$ cat config.mk
export PLATFORM = sky130hd
export DESIGN_NAME = pptm_top
export DESIGN_NICKNAME = d
export VERILOG_FILES = /design/src/pptm_pkg.sv /design/src/pptm_top.sv
export SDC_FILE = /design/constraint.sdc
export NUM_CORES = 1
export LEC_CHECK = 0
export ABC_AREA = 1
export BUFFER_PORTS_ARGS = -buffer_cell sky130_fd_sc_hd__buf_2
export CAP_MARGIN = 20
export CORE_MARGIN = 2
export CORE_UTILIZATION = 30
export CTS_BUF_LIST = sky130_fd_sc_hd__clkbuf_4 sky130_fd_sc_hd__clkbuf_8 sky130_fd_sc_hd__clkbuf_16
export CTS_CLUSTER_SIZE = 10
export DETAILED_ROUTE_END_ITERATION = 6
export GPL_TIMING_DRIVEN = 1
export PLACE_DENSITY = 0.59
export SLEW_MARGIN = 20
export SYNTH_ARGS = -nofsm -noshare
export SYNTH_HDL_FRONTEND = slang
export SYNTH_SLANG_ARGS = --single-unit
$ cat constraint.sdc
create_clock -name pclk -period 1.1 [get_ports pclk]
set_input_delay 0.165 -clock pclk [delete_from_list [all_inputs] [get_ports pclk]]
set_output_delay 0.165 -clock pclk [all_outputs]
set_load 0.005 [all_outputs]
$ cat src/pptm_pkg.sv
// Package: register map, field positions and reset values of the pulse terminal mux
package pptm_pkg;

    // ------------------------------------------------------------------
    // Register byte offsets
    // ------------------------------------------------------------------
    localparam logic [7:0] PPTM_OFS_CTRL  = 8'h00; // Method, enables, PWM selects
    localparam logic [7:0] PPTM_OFS_MODE  = 8'h04; // Operation mode, detection method
    localparam logic [7:0] PPTM_OFS_NOUT  = 8'h08; // Normal output levels
    localparam logic [7:0] PPTM_OFS_PINS  = 8'h0C; // Raw input terminals (read only)
    localparam logic [7:0] PPTM_OFS_OWNER = 8'h10; // Terminal ownership (read only)

    // ------------------------------------------------------------------
    // Field positions
    // ------------------------------------------------------------------
    localparam int PPTM_CTRL_METH_LSB = 0;  // Per port: 0 CW/CCW, 1 pulse plus direction
    localparam int PPTM_CTRL_PEN_LSB  = 4;  // Per port: pulse output enable
    localparam int PPTM_CTRL_ORG_LSB  = 8;  // Per port: origin search enable
    localparam int PPTM_CTRL_PWM_LSB  = 12; // Per port: PWM on shared terminal 4/5
    localparam int PPTM_MODE_OPM_LSB  = 0;  // Per port 2 bits: operation mode
    localparam int PPTM_MODE_DET_LSB  = 8;  // Per port 2 bits: origin detection method
    localparam int PPTM_OWN_OUT_LSB   = 0;  // 12 bits: output terminal owned
    localparam int PPTM_OWN_IN_LSB    = 12; // 12 bits: input terminal owned
    localparam int PPTM_OWN_CONF_LSB  = 24; // 2 bits: method clash per module

    // ------------------------------------------------------------------
    // Reset values and encodings
    // ------------------------------------------------------------------
    localparam logic [15:0] PPTM_CTRL_RST = 16'h0000;
    localparam logic [15:0] PPTM_MODE_RST = 16'h0000;
    localparam logic [11:0] PPTM_NOUT_RST = 12'h000;
    localparam logic [1:0]  PPTM_OPM_0    = 2'h0;
    localparam logic [1:0]  PPTM_OPM_1    = 2'h1;
    localparam logic [1:0]  PPTM_OPM_2    = 2'h2;
    localparam logic [1:0]  PPTM_DET_1    = 2'h1;

endpackage

$ cat src/pptm_top.sv
// Pulse port terminal mux: routes four pulse ports onto two pulse I/O modules
// Functional notes
// - Per port CW/CCW or pulse plus direction
// - Output bits 00-03 carry pulses per method
// - Origin, proximity, positioning inputs by method/mode
// - Error counter reset on output bits 04/05
// - Error counter reset only in modes 1, 2
// - Each terminal carries exactly one function
// - Mode 0 frees bits 04/05 for PWM/normal
//
// Design decisions made here: the register offsets and the APB interface to the registers.
`timescale 1ns/1ns
module pptm_top
    import pptm_pkg::*;
(
    input  wire logic        pclk,          // APB clock, 125 MHz
    input  wire logic        presetn,       // Async reset, active low
    input  wire logic        psel,          // APB select
    input  wire logic        penable,       // APB enable
    input  wire logic        pwrite,        // APB direction
    input  wire logic [7:0]  paddr,         // APB byte address
    input  wire logic [31:0] pwdata,        // APB write data
    output logic      [31:0] prdata,        // APB read data
    output logic             pready,        // APB ready
    output logic             pslverr,       // APB error, unmapped address
    input  wire logic [3:0]  pulse_train,   // Pulse engine train per port
    input  wire logic [3:0]  pulse_busy,    // Pulse train in progress per port
    input  wire logic [3:0]  dir_ccw,       // Requested direction, 1 = CCW
    input  wire logic [3:0]  ecr_req,       // Error counter reset request
    input  wire logic [3:0]  pwm_level,     // PWM generator levels
    output logic      [3:0]  origin_sig,    // Origin input per port
    output logic      [3:0]  prox_sig,      // Proximity input per port
    output logic      [3:0]  inpos_sig,     // Positioning completed per port
    output logic      [11:0] normal_in,     // Free inputs, owned ones read 0
    input  wire logic        mod0_in_bit0,  // Module 0 input terminals
    input  wire logic        mod0_in_bit1,
    input  wire logic        mod0_in_bit2,
    input  wire logic        mod0_in_bit3,
    input  wire logic        mod0_in_bit4,
    input  wire logic        mod0_in_bit5,
    input  wire logic        mod1_in_bit0,  // Module 1 input terminals
    input  wire logic        mod1_in_bit1,
    input  wire logic        mod1_in_bit2,
    input  wire logic        mod1_in_bit3,
    input  wire logic        mod1_in_bit4,
    input  wire logic        mod1_in_bit5,
    output logic             mod0_out_bit0, // Module 0 output terminals
    output logic             mod0_out_bit1,
    output logic             mod0_out_bit2,
    output logic             mod0_out_bit3,
    output logic             mod0_out_bit4,
    output logic             mod0_out_bit5,
    output logic             mod1_out_bit0, // Module 1 output terminals
    output logic             mod1_out_bit1,
    output logic             mod1_out_bit2,
    output logic             mod1_out_bit3,
    output logic             mod1_out_bit4,
    output logic             mod1_out_bit5
);

    // ------------------------------------------------------------------
    // Registers and internal signals
    // ------------------------------------------------------------------
    logic [15:0] ctrl_q;
    logic [15:0] mode_q;
    logic [11:0] nout_q;
    logic [3:0]  dir_hold_q;
    logic [11:0] out_q;
    logic [11:0] out_d;
    logic [11:0] pin_in;
    logic [11:0] own_out;
    logic [11:0] own_in;
    logic [1:0]  clash;
    logic [3:0]  origin_d;
    logic [3:0]  prox_d;
    logic [3:0]  inpos_d;
    logic [3:0]  meth_pd;
    logic [3:0]  pen;
    logic [3:0]  org_en;
    logic [3:0]  pwm_sel;
    logic [3:0]  ecr_on;
    logic [3:0]  prox_on;
    logic [3:0]  inpos_on;
    logic [3:0]  cw;
    logic [3:0]  ccw;
    logic [31:0] rdata_d;
    logic        bus_acc;
    logic        hit;

    // ------------------------------------------------------------------
    // APB decode
    // ------------------------------------------------------------------
    assign bus_acc = psel & penable;
    assign hit     = (paddr == PPTM_OFS_CTRL) | (paddr == PPTM_OFS_MODE)
                   | (paddr == PPTM_OFS_NOUT) | (paddr == PPTM_OFS_PINS)
                   | (paddr == PPTM_OFS_OWNER);

    // Read mux, unused bits read zero
    assign rdata_d = (paddr == PPTM_OFS_CTRL)  ? {16'h0000, ctrl_q} :
                     (paddr == PPTM_OFS_MODE)  ? {16'h0000, mode_q} :
                     (paddr == PPTM_OFS_NOUT)  ? {20'h00000, nout_q} :
                     (paddr == PPTM_OFS_PINS)  ? {20'h00000, pin_in} :
                     (paddr == PPTM_OFS_OWNER) ? {6'h00, clash, own_in, own_out} :
                                                 32'h0000_0000;

    // Setup cycle preloads read data and answer; access completes with zero wait
    always_ff @(posedge pclk or negedge presetn) begin
        if (!presetn) begin
            prdata  <= 32'h0000_0000;
            pready  <= 1'b0;
            pslverr <= 1'b0;
        end else begin
            prdata  <= rdata_d;
            pready  <= psel & ~penable;
            pslverr <= psel & ~penable & ~hit;
        end
    end

    // Software writes, taken at the completing edge
    always_ff @(posedge pclk or negedge presetn) begin
        if (!presetn) begin
            ctrl_q <= PPTM_CTRL_RST;
            mode_q <= PPTM_MODE_RST;
            nout_q <= PPTM_NOUT_RST;
        end else if (bus_acc && pready && pwrite) begin
            if (paddr == PPTM_OFS_CTRL) ctrl_q <= pwdata[15:0];
            if (paddr == PPTM_OFS_MODE) mode_q <= pwdata[15:0];
            if (paddr == PPTM_OFS_NOUT) nout_q <= pwdata[11:0];
        end
    end

    // ------------------------------------------------------------------
    // Per port function decode
    // ------------------------------------------------------------------
    assign pin_in = {mod1_in_bit5, mod1_in_bit4, mod1_in_bit3, mod1_in_bit2,
                     mod1_in_bit1, mod1_in_bit0, mod0_in_bit5, mod0_in_bit4,
                     mod0_in_bit3, mod0_in_bit2, mod0_in_bit1, mod0_in_bit0};

    genvar p;
    generate
        for (p = 0; p < 4; p++) begin : g_port
            assign meth_pd[p]  = ctrl_q[PPTM_CTRL_METH_LSB + p];
            assign pen[p]      = ctrl_q[PPTM_CTRL_PEN_LSB + p];
            assign org_en[p]   = ctrl_q[PPTM_CTRL_ORG_LSB + p];
            assign pwm_sel[p]  = ctrl_q[PPTM_CTRL_PWM_LSB + p];
            // Reset output only in modes 1 and 2
            assign ecr_on[p]   = org_en[p]
                & ((mode_q[PPTM_MODE_OPM_LSB + 2*p +: 2] == PPTM_OPM_1)
                 | (mode_q[PPTM_MODE_OPM_LSB + 2*p +: 2] == PPTM_OPM_2));
            assign prox_on[p]  = org_en[p]
                & (mode_q[PPTM_MODE_DET_LSB + 2*p +: 2] <= PPTM_DET_1);
            assign inpos_on[p] = org_en[p]
                & (mode_q[PPTM_MODE_OPM_LSB + 2*p +: 2] == PPTM_OPM_2);
            // Direction from the held level so it cannot flip mid train
            assign cw[p]  = pulse_train[p] & ~dir_hold_q[p];
            assign ccw[p] = pulse_train[p] & dir_hold_q[p];

            // Direction tracks request only while no train is running
            always_ff @(posedge pclk or negedge presetn) begin
                if (!presetn) begin
                    dir_hold_q[p] <= 1'b0;
                end else if (!pulse_busy[p]) begin
                    dir_hold_q[p] <= dir_ccw[p];
                end
            end
        end
    endgenerate

    // ------------------------------------------------------------------
    // Per module terminal routing
    // ------------------------------------------------------------------
    genvar m;
    generate
        for (m = 0; m < 2; m++) begin : g_mod
            localparam int A = 2*m;
            localparam int B = 2*m + 1;
            localparam int T = 6*m;
            logic cwa;
            logic cwb;
            logic pda;
            logic pdb;
            assign cwa = pen[A] & ~meth_pd[A];
            assign cwb = pen[B] & ~meth_pd[B];
            assign pda = pen[A] & meth_pd[A];
            assign pdb = pen[B] & meth_pd[B];

            // Ownership of output terminals; normal output only when unowned
            assign own_out[T+0] = pen[A];
            assign own_out[T+1] = cwa | pdb;
            assign own_out[T+2] = cwb | pda;
            assign own_out[T+3] = pen[B];
            assign own_out[T+4] = ecr_on[A] | pwm_sel[A];
            assign own_out[T+5] = ecr_on[B] | pwm_sel[B];
            // Mixed methods in one module would want the same terminal twice
            assign clash[m] = (cwa & pdb) | (pda & cwb);

            // Pulse terminals: CW/CCW pairs or pulse/pulse/dir/dir
            assign out_d[T+0] = pen[A] ? (meth_pd[A] ? pulse_train[A] : cw[A])
                                       : nout_q[T+0];
            assign out_d[T+1] = cwa ? ccw[A] : pdb ? pulse_train[B] : nout_q[T+1];
            assign out_d[T+2] = cwb ? cw[B] : pda ? dir_hold_q[A] : nout_q[T+2];
            assign out_d[T+3] = pen[B] ? (meth_pd[B] ? dir_hold_q[B] : ccw[B])
                                       : nout_q[T+3];
            // Reset outputs; else PWM or normal as software picks
            assign out_d[T+4] = ecr_on[A] ? ecr_req[A]
                              : pwm_sel[A] ? pwm_level[A] : nout_q[T+4];
            assign out_d[T+5] = ecr_on[B] ? ecr_req[B]
                              : pwm_sel[B] ? pwm_level[B] : nout_q[T+5];

            // Input terminals for origin search
            assign origin_d[A] = org_en[A] & pin_in[T+0];
            assign prox_d[A]   = prox_on[A] & pin_in[T+1];
            assign origin_d[B] = org_en[B] & pin_in[T+2];
            assign prox_d[B]   = prox_on[B] & pin_in[T+3];
            assign inpos_d[A]  = inpos_on[A] & pin_in[T+4];
            assign inpos_d[B]  = inpos_on[B] & pin_in[T+5];
            assign own_in[T+0] = org_en[A];
            assign own_in[T+1] = prox_on[A];
            assign own_in[T+2] = org_en[B];
            assign own_in[T+3] = prox_on[B];
            assign own_in[T+4] = inpos_on[A];
            assign own_in[T+5] = inpos_on[B];
        end
    endgenerate

    // ------------------------------------------------------------------
    // Terminal and signal flops
    // ------------------------------------------------------------------
    always_ff @(posedge pclk or negedge presetn) begin
        if (!presetn) begin
            out_q      <= 12'h000;
            origin_sig <= 4'h0;
            prox_sig   <= 4'h0;
            inpos_sig  <= 4'h0;
            normal_in  <= 12'h000;
        end else begin
            out_q      <= out_d;
            origin_sig <= origin_d;
            prox_sig   <= prox_d;
            inpos_sig  <= inpos_d;
            normal_in  <= pin_in & ~own_in;
        end
    end

    assign mod0_out_bit0 = out_q[0];
    assign mod0_out_bit1 = out_q[1];
    assign mod0_out_bit2 = out_q[2];
    assign mod0_out_bit3 = out_q[3];
    assign mod0_out_bit4 = out_q[4];
    assign mod0_out_bit5 = out_q[5];
    assign mod1_out_bit0 = out_q[6];
    assign mod1_out_bit1 = out_q[7];
    assign mod1_out_bit2 = out_q[8];
    assign mod1_out_bit3 = out_q[9];
    assign mod1_out_bit4 = out_q[10];
    assign mod1_out_bit5 = out_q[11];
endmodule // pptm_top

# Word level (Yosys, flattened, before mapping)
# Index checks and enable logic that the tools add are counted.
totals:
  reg_bits: 112
  in_bits: 77
  output_inout_bits: 70
  elab_cells: 143
classes:
  order_cmp: 4
  n_eq_ne: 12
  muxes: 29
  n_bitwise: 77
  reduce_logical: 6
op_table:
  columns: ["cell", "n"]
  rows:
  - ["$mux 26", 5]
  - ["$and 1x1->1", 47]
  - ["$mux 1", 24]
  - ["$or 1x1->1", 18]
  - ["$eq 8x4->1 const B", 2]
  - ["$and 12x12->12", 1]
  - ["$not 12->12", 1]
  - ["$not 1->1", 10]
  - ["$eq 2x1->1 const B", 4]
  - ["$eq 2x2->1 const B", 4]
  - ["$eq 8x3->1 const B", 1]
  - ["$eq 8x5->1 const B", 1]
  - ["$le 2x1->1 const B", 4]
  - ["$logic_not 8->1", 1]
  - ["$reduce_and 2->1", 3]
  - ["$logic_and 1x1->1", 2]

# Longest topological paths before layout
# Gate-level depths: netlist of the first run.
depth:
  depth_word: 9
  mapped_depth: 9
  mapped_depth_nobuf: 9

# Least setup slack after synthesis of the first run
# Ideal clock, no wire load.
synth_timing:
  path_kind: "input -> register"
  startpoint: "in paddr[6]"
  endpoint: "reg mode_q[13]"
  setup_time_ps: 116
  t_arrival_ps: 1142
  required_ps: 984
  path_slack_ps: -158
  cell_stages: 9
  n_path_buf: 1
  path_cell_list: "inv_1 > nand2_1 > nor2_4 > nand2_2 > nor2_2 > nand2_2 > buf_2 > nand2_1 > nand2_1"
synth_via:
  elab_chain_cells: 2
synth_rtl:
  columns: ["item", "line", "rtl"]
  rows:
  - ["from (decl)", "pptm_top.sv:21", "input wire logic [7:0] paddr,"]
  - ["$eq 8x3->1", "pptm_top.sv:127", "if (paddr == PPTM_OFS_MODE) mode_q <= pwdata[15:0];"]
  - ["$reduce_and 2->1 (no line)", null, null]
  - ["to (signal assigned)", "pptm_top.sv:127", null]
  - ["to (decl)", "pptm_top.sv:65", "logic [15:0] mode_q;"]
# Every way passes these cells.
# A chain may end at the register's enable or synchronous reset.

# Final worst setup path of the first run
layout_timing:
  startpoint: "reg mode_q[1]"
  endpoint: "reg prdata[4]"
layout_via:
  elab_chain_cells: 9
  elab_cells_between_ends: 10
  classes_between: "eq/ne (2); mux (5); bitwise (3)"
layout_rtl:
  columns: ["item", "line", "rtl"]
  rows:
  - ["$eq 2x1->1 or $eq 2x2->1 (tied branches)", "pptm_top.sv:148, pptm_top.sv:149", null]
  - ["$or 1x1->1 (*)", "pptm_top.sv:149", "| (mode_q[PPTM_MODE_OPM_LSB + 2*p +: 2] == PPTM_OPM_2));"]
  - ["$and 1x1->1 (*)", "pptm_top.sv:148", "& ((mode_q[PPTM_MODE_OPM_LSB + 2*p +: 2] == PPTM_OPM_1)"]
  - ["$or 1x1->1 (*)", "pptm_top.sv:192", "assign own_out[T+4] = ecr_on[A] | pwm_sel[A];"]
  - ["$mux 26 (*)", "pptm_top.sv:103", "(paddr == PPTM_OFS_OWNER) ? {6'h00, clash, own_in, own_out} :"]
  - ["$mux 26 (*)", "pptm_top.sv:102", "(paddr == PPTM_OFS_PINS) ? {20'h00000, pin_in} :"]
  - ["$mux 26 (*)", "pptm_top.sv:101", "(paddr == PPTM_OFS_NOUT) ? {20'h00000, nout_q} :"]
  - ["$mux 26 (*)", "pptm_top.sv:100", "(paddr == PPTM_OFS_MODE) ? {16'h0000, mode_q} :"]
  - ["$mux 26 (*)", "pptm_top.sv:99", "assign rdata_d = (paddr == PPTM_OFS_CTRL) ? {16'h0000, ctrl_q} :"]
  - ["via rdata_d[4]", "pptm_top.sv:86", "logic [31:0] rdata_d;"]
  - ["to (signal assigned)", "pptm_top.sv:113", "prdata <= rdata_d;"]
  - ["to (decl)", "pptm_top.sv:23", "output logic [31:0] prdata,"]
# Mark *: on every way through the listed nets, which the timed path passes. The rest lies on a longest branch.

==> flow_metrics.env, run 1 <==
export IMPL_worst_endpoint_arrival_ps=1520
export IMPL_power_density_nw_per_um2=1220
export IMPL_endpoint_kind="flop"
export IMPL_dp_hpwl_um=10650
export IMPL_ratio_of_cells_with_drive_above_1_in_the_final_layout_pct=37.66
export IMPL_design_power_total_mw=8.568
export IMPL_number_of_primary_i_o_pins=147
export IMPL_slew_violations=0
export IMPL_postLayoutSetupSlackWorst_ps=-186.2
export IMPL_synth_top_family_by_area="simple AND/OR/NAND/NOR gates"
export IMPL_initial_core_util_pct=30.62
export IMPL_worst_setup_path_start_kind="flop"
export IMPL_yosysSeqAreaShare_pct=57.63
export IMPL_peakVddDrop_mv=0.6948
export IMPL_nFillCells=1588
export IMPL_dr_pass1_iters=4
export IMPL_detail_route_drc_violations=0
export IMPL_slew_headroom_pct=56.88
export IMPL_clock_insertion_delay_worst_skew_ps=350
export IMPL_synth_fa_ha_area_share_pct=1.029
export IMPL_max_cap_violations=0
export IMPL_initial_antenna_violation_count=2
export IMPL_crit_type="reg -> reg"
export IMPL_rsz0062_at_grt="yes"
export IMPL_finish_cell_count_without_fillers=995
export IMPL_synth_xor_area_share_pct=0
export IMPL_post_synth_instance_area_um2=4863
export IMPL_wl_um=14990
export IMPL_die_width_um=131.3
export IMPL_leakagePower_nw=3.758
export IMPL_grt_total_usage_pct=17.50
export IMPL_ctsRootBufferMaster="clkbuf_16"
export IMPL_via_count=4392
export IMPL_hold_viol=0
export IMPL_timing_rr_start="mode_q[1]$_DFFE_PN0P_"
export IMPL_first_global_vias=4303
export IMPL_syn_to_final_growth_pct=44.43
export IMPL_max_slew_worst_pin_slew_ps=646.1
export IMPL_globalplace_congestion=0.8153
export IMPL_avgViaCountPerCell=4.414
export IMPL_final_hold_worst_slack_ps=35.42
export IMPL_antenna_left=0
export IMPL_grt_start_max_net_pins=33
export IMPL_fin_nets=854
export IMPL_critPathLaunch="mode_q[1]$_DFFE_PN0P_"
export IMPL_drt_iter0_drc=263
export IMPL_violations="negative setup slack"
export IMPL_placementRows=46
export IMPL_yosys_warnings=0
export IMPL_holdCritPathClass="in -> reg"
export IMPL_route_detailed_wl_per_inst_um=15.06
export IMPL_post_synth_cell_area_avg_um2=8.371
export IMPL_timing_critical_path_slowest_stage_cell="dfrtp_1"
export IMPL_layout_worst_path_cycle_share_pct=116.9
export IMPL_globalRoute_totalOverflow=0
export IMPL_timing_fmax_mhz=777.5
export IMPL_worst_setup_hold_path_clk_slew_ps=80
export IMPL_synth_simple_gate_area_share_pct=26.94
export IMPL_synth_compound_gate_area_share_pct=5.686
export IMPL_synth_cell_types=26
export IMPL_max_stage_delay_ps=410
export IMPL_placedInstanceArea_um2=6192
export IMPL_core_util_final_pct=44.22
export IMPL_h_tree_depth=3
export IMPL_critical_path_cell_chain="ha_1 -> inv_2 -> nand2_2 -> nand2_2 -> nand3_2 -> nand2_2 -> nor2_2 -> nand3_1"
export IMPL_postSynthCellCount=581
export IMPL_crit_required_ps=1340
export IMPL_outcome="finished with violations"
export IMPL_design_die_area_um2=17250
export IMPL_endpoints_failing_setup=51
export IMPL_multiplexer_share_of_the_synthesized_area_pct=0.4631
export IMPL_critical_path_max_fanout=2
export IMPL_design_core_area_um2=15890
export IMPL_ys_seq_elements=112
export IMPL_numPlacedInstances=960
export IMPL_critical_path_most_common_cell="nand2_2"
export IMPL_sink_count=112
export IMPL_fin_crit_ps=1286
export IMPL_clock_path_buffers=2
export IMPL_finalInstanceArea_um2=7024
export IMPL_cts_made_buffers=9
export IMPL_worstHoldStart="pwdata[13]"
export IMPL_tritoncts_clock_tree="built"
export IMPL_port_buffer_count=124
export IMPL_final_setup_skew_ps=9.158
export IMPL_grt_first_pass_wirelength_um=23650
export IMPL_floorplan_die_height_um=131.3
metrics by stage:
stage               setup TNS (ps)  worst slack [ps]
finish                       -3763            -186.2
global route                 -7219            -287.3
CTS                          -2770            -160.3
detailed placement          -21030            -538.5
global placement            -21490            -504.3
floorplan                    -2539            -83.77
path summary, 6_finish.rpt:
| path | slack, ps | to | depth (start not counted) |
|---|---|---|---|
| setup / recovery | -190 | prdata[4]$_DFF_PN0_ | 8 |
| hold / removal | 40 | mode_q[13]$_DFFE_PN0P_ | 3 |
| setup reg to reg | -190 | prdata[4]$_DFF_PN0_ | 8 |
| hold reg to reg | 490 | mode_q[8]$_DFFE_PN0P_ | 2 |
| max in group asynchronous | 360 | ctrl_q[7]$_DFFE_PN0P_ | 3 |
| min in group asynchronous | 250 | out_q[4]$_DFF_PN0_ | 2 |
power breakdown:
part | internal, mW | switching (mW) | total [mW]
clock network | 2.26 | 1.59 | 3.86
logic | 0.215 | 0.303 | 0.518
registers | 4.17 | 0.0246 | 4.19
total | 6.65 | 1.92 | 8.57
cell usage in the layout (no fill, tap or decap), types with 12 or more instances in the layout:
cell type and count:
buf_2 123, buf_4 55, dfrtp_1 108, inv_1 60
nand2_1 145, nand2_2 35, nand3_1 48, nor2_1 54
nor3_1 12, o21ai_1 12
sequential cells by signal (all words and copies together), names as in the netlist, 4 cells and up:
signal,flops
origin_sig,4
inpos_sig,4
nout_q,12
out_q,12
mode_q,16
dir_hold_q,4
prdata,26
normal_in,12
prox_sig,4
ctrl_q,16
area by class of cell:
| cell class | instances | area, um2 | area share [%] |
|---|---|---|---|
| antenna | 1 | 2.502 | 0.03563 |
| clock buffer | 9 | 225.2 | 3.206 |
| clock inverter | 7 | 126.4 | 1.799 |
| inverter | 68 | 267.8 | 3.812 |
| multi-input combinational | 380 | 1934 | 27.54 |
| sequential | 112 | 2808 | 39.97 |
| tap | 216 | 270.3 | 3.848 |
| timing repair buffer | 202 | 1390 | 19.79 |
repair_timing:
| item | in CTS | in global routing |
|---|---|---|
| resized for setup | 28 | 71 |
| gates cloned | 3 | 1 |
| pin swaps | 2 | 16 |
| setup buffers | 2 | 10 |
| endpoints found under the hold margin | 21 | 0 |
| hold buffers | 4 | 0 |
| setup endpoints to repair | 57 | 63 |
Yosys cell counts:
cell	n	area (um2)
buf_1	2	7.510
o32ai_1	2	17.52
o211ai_1	6	45.04
nand2_2	3	18.77
dfrtp_1	112	2803
a21oi_1	10	50.05
nand4_1	1	6.260
nor2_1	60	225.2
inv_2	1	3.750
ha_1	4	50.05
a31oi_1	5	31.28
nor2_2	2	12.51
mux2_2	2	22.52
inv_1	67	251.5
conb_1	1	3.750
clkbuf_1	8	30.03
buf_2	9	45.04
and2_1	1	6.260
nor3_1	12	60.06
nor2_4	1	11.26
nand3_1	56	280.3
nand2_1	181	679.4
nor3_2	1	10.01
o22ai_1	2	12.51
o21ai_0	24	120.1
buf_4	8	60.06
worst max-delay path: cells and delay by family, from the launching register on:
family                   cells  cell delay [ps]
AND/OR/NAND/NOR              6              410
adder cells (fa/ha/maj)      1              300
flip-flops                   1              410
buffers and inverters        1               40
cell families after synthesis:
family	Yosys count
buffers and inverters	95
adders and majority gates	4
muxes	2
DFF	112
other	1
and+or+nand+nor	318
AOI/OAI and AO/OA	49
layer usage:
| layer | GRT usage, % | vias to the layer above | share of wire (%) |
|---|---|---|---|
| li1 | - | 2196 | - |
| met1 | 23.20 | 2085 | 45 |
| met2 | 29.33 | 98 | 48 |
| met3 | 3.935 | 11 | 5.4 |
| met4 | 3.986 | 2 | 0.77 |
| met5 | 0 | - | 0.087 |
(Power assumes the default switching activity.)
==> run 2, diff against run 1 <==
CORE_MARGIN = 1.5   (was 2)
==> flow_metrics.env, run 2 (synthesized netlist as in run 1, its figures left out) <==
export IMPL_final_hold_worst_slack_ps=-0.1255
export IMPL_avgViaCountPerCell=4.533
export IMPL_syn_to_final_growth_pct=46.03
export IMPL_endpoints_failing_setup=52
export IMPL_worst_setup_path_start_kind="flop"
export IMPL_clock_path_buffers=2
export IMPL_layout_worst_path_cycle_share_pct=115.0
export IMPL_outcome="finished with violations"
export IMPL_crit_required_ps=1330
export IMPL_first_global_vias=4256
export IMPL_slew_violations=0
export IMPL_final_setup_skew_ps=5.686
export IMPL_clock_insertion_delay_worst_skew_ps=350
export IMPL_number_of_primary_i_o_pins=147
export IMPL_ratio_of_cells_with_drive_above_1_in_the_final_layout_pct=38.77
export IMPL_largest_register_ffs=26
export IMPL_crit_type="reg -> reg"
export IMPL_sink_count=112
export IMPL_dp_hpwl_um=10840
export IMPL_die_width_um=130.3
export IMPL_initial_antenna_violation_count=2
export IMPL_fin_crit_ps=1265
export IMPL_antenna_left=0
export IMPL_route_detailed_wl_per_inst_um=15.68
export IMPL_floorplan_die_height_um=130.3
export IMPL_dr_pass1_iters=5
export IMPL_most_common_library_cell_in_the_layout_ignoring_fill_and_taps="nand2_1"
export IMPL_power_density_nw_per_um2=1099
export IMPL_numPlacedInstances=967
export IMPL_globalplace_congestion=0.7887
export IMPL_timing_critical_path_slowest_stage_cell="dfrtp_1"
export IMPL_max_cap_violations=0
export IMPL_grt_start_max_net_pins=23
export IMPL_wl_um=15640
export IMPL_violations="negative hold slack, negative setup slack"
export IMPL_ctsRootBufferMaster="clkbuf_16"
export IMPL_initial_core_util_pct=30.62
export IMPL_finish_cell_count_without_fillers=997
export IMPL_holdCritPathClass="in -> reg"
export IMPL_critical_path_max_fanout=2
export IMPL_worst_endpoint_arrival_ps=1500
export IMPL_endpoint_kind="flop"
export IMPL_leakagePower_nw=3.791
export IMPL_globalRoute_totalOverflow=0
export IMPL_use_met2_pct=29.88
export IMPL_critical_path_cell_chain="ha_1 -> inv_2 -> nand2_4 -> nand2_2 -> nand3_2 -> nand2_1 -> nor2_1 -> nand3_1"
export IMPL_cts_made_buffers=9
export IMPL_design_core_area_um2=15890
export IMPL_worst_setup_hold_path_clk_slew_ps=70
export IMPL_placementRows=46
export IMPL_postLayoutSetupSlackWorst_ps=-164.9
export IMPL_grt_most_used_layer="met2"
export IMPL_drt_iter0_drc=298
export IMPL_hold_viol=1
export IMPL_max_stage_delay_ps=400
export IMPL_tritoncts_clock_tree="built"
export IMPL_detail_route_drc_violations=0
export IMPL_rsz0062_at_grt="yes"
export IMPL_h_tree_depth=3
export IMPL_peakVddDrop_mv=0.6094
export IMPL_registers_with_the_most_flip_flops="prdata (26), ctrl_q (16), mode_q (16)"
export IMPL_port_buffer_count=124
export IMPL_grt_total_usage_pct=18.21
export IMPL_via_count=4519
export IMPL_fin_nets=858
export IMPL_design_die_area_um2=16980
export IMPL_core_util_final_pct=44.71
export IMPL_timing_fmax_mhz=790.6
export IMPL_regMostFlops="prdata"
export IMPL_globalRouteMet1Util_pct=23.81
export IMPL_grt_first_pass_wirelength_um=22890
export IMPL_global_route_usage_met3_pct=4.264
export IMPL_final_cell_mix="155 x nand2_1, 123 x buf_2, 106 x dfrtp_1, 60 x inv_1, 57 x buf_4"
-- run 2: changes by cell type in the layout (fill, tap and decap cells not counted), moves of 3 or more --
cell / previous run / this run
o21ai_2: 4 / 7
nand3_1: 48 / 35
bufinv_16: 3 / 0
nand3_2: 8 / 21
buf_16: 0 / 3
nand2_1: 145 / 155
nor2_4: 3 / 7
nor2_2: 6 / 1
nand2_2: 35 / 23
o21ai_1: 12 / 8
-- run 2: layer usage --
| layer | routed length, um | vias to the layer above |
|---|---|---|
| li1 | - | 2208 |
| met1 | 6762 | 2137 |
| met2 | 7455 | 150 |
| met3 | 1063 | 24 |
| met4 | 355 | 0 |
| met5 | 0 | - |
-- run 2: final timing paths --
kind | start | endpoint | slack (ps) | cells past startpoint
min | pulse_busy[0] | dir_hold_q[0]$_DFFE_PN0N_ | -0.1 | 2
max in group asynchronous | presetn | out_q[5]$_DFF_PN0_ | 310 | 3
min in group asynchronous | presetn | mode_q[4]$_DFFE_PN0P_ | 310 | 2
max reg2reg | mode_q[3]$_DFFE_PN0P_ | prdata[5]$_DFF_PN0_ | -160 | 8
max | mode_q[3]$_DFFE_PN0P_ | prdata[5]$_DFF_PN0_ | -160 | 8
min reg2reg | mode_q[8]$_DFFE_PN0P_ | mode_q[8]$_DFFE_PN0P_ | 480 | 2
-- run 2: repair_timing --
item                                    4_1_cts  5_1_grt
buffers inserted                              5        4
cloned                                        3        1
endpoints found under the hold margin        17        0
gates resized for setup                      41       74
pin swaps                                     6       46
endpoints found under the setup margin       57       63
hold buffers                                  3        0
-- run 2: critical path, delay by kind of cell (launching register included) --
family / cells / cell delay (ps)
DFF: 1 / 400
buffers and inverters: 1 / 50
and+or+nand+nor: 6 / 390
adders and majority gates: 1 / 300
-- run 2: where the power goes --
part           total, mW  internal, mW  switching, mW  leakage [nW]
combinational      0.554         0.225          0.329          2.27
clock               3.06          1.65           1.41         0.134
sequential          4.20          4.17         0.0247          1.39
total               7.81          6.04           1.76          3.79
-- run 2: per-stage QoR --
stage | total power, mW | setup TNS (ps) | instance area, um2 | setup slack, ps
6_report | 7.807 | -3409 | 7102 | -164.9
5_1_grt | 8.073 | -6421 | 7099 | -236.0
4_1_cts | 7.833 | -3414 | 6807 | -161.3
3_5_place_dp | 4.783 | -19600 | 6270 | -516.9
3_3_place_gp | 4.781 | -19690 | 6270 | -507.9
2_1_floorplan | 4.407 | -2539 | 4950 | -83.77
-- run 2: layout make-up --
class	count	area, um2
Antenna cell	2	5.005
Clock buffer	12	260.3
Clock inverter	1	5.005
Fill cell	1565	8783
Inverter	68	267.8
Multi-Input combinational cell	380	2006
Sequential cell	112	2810
Tap cell	216	270.3
Timing Repair Buffer	206	1478
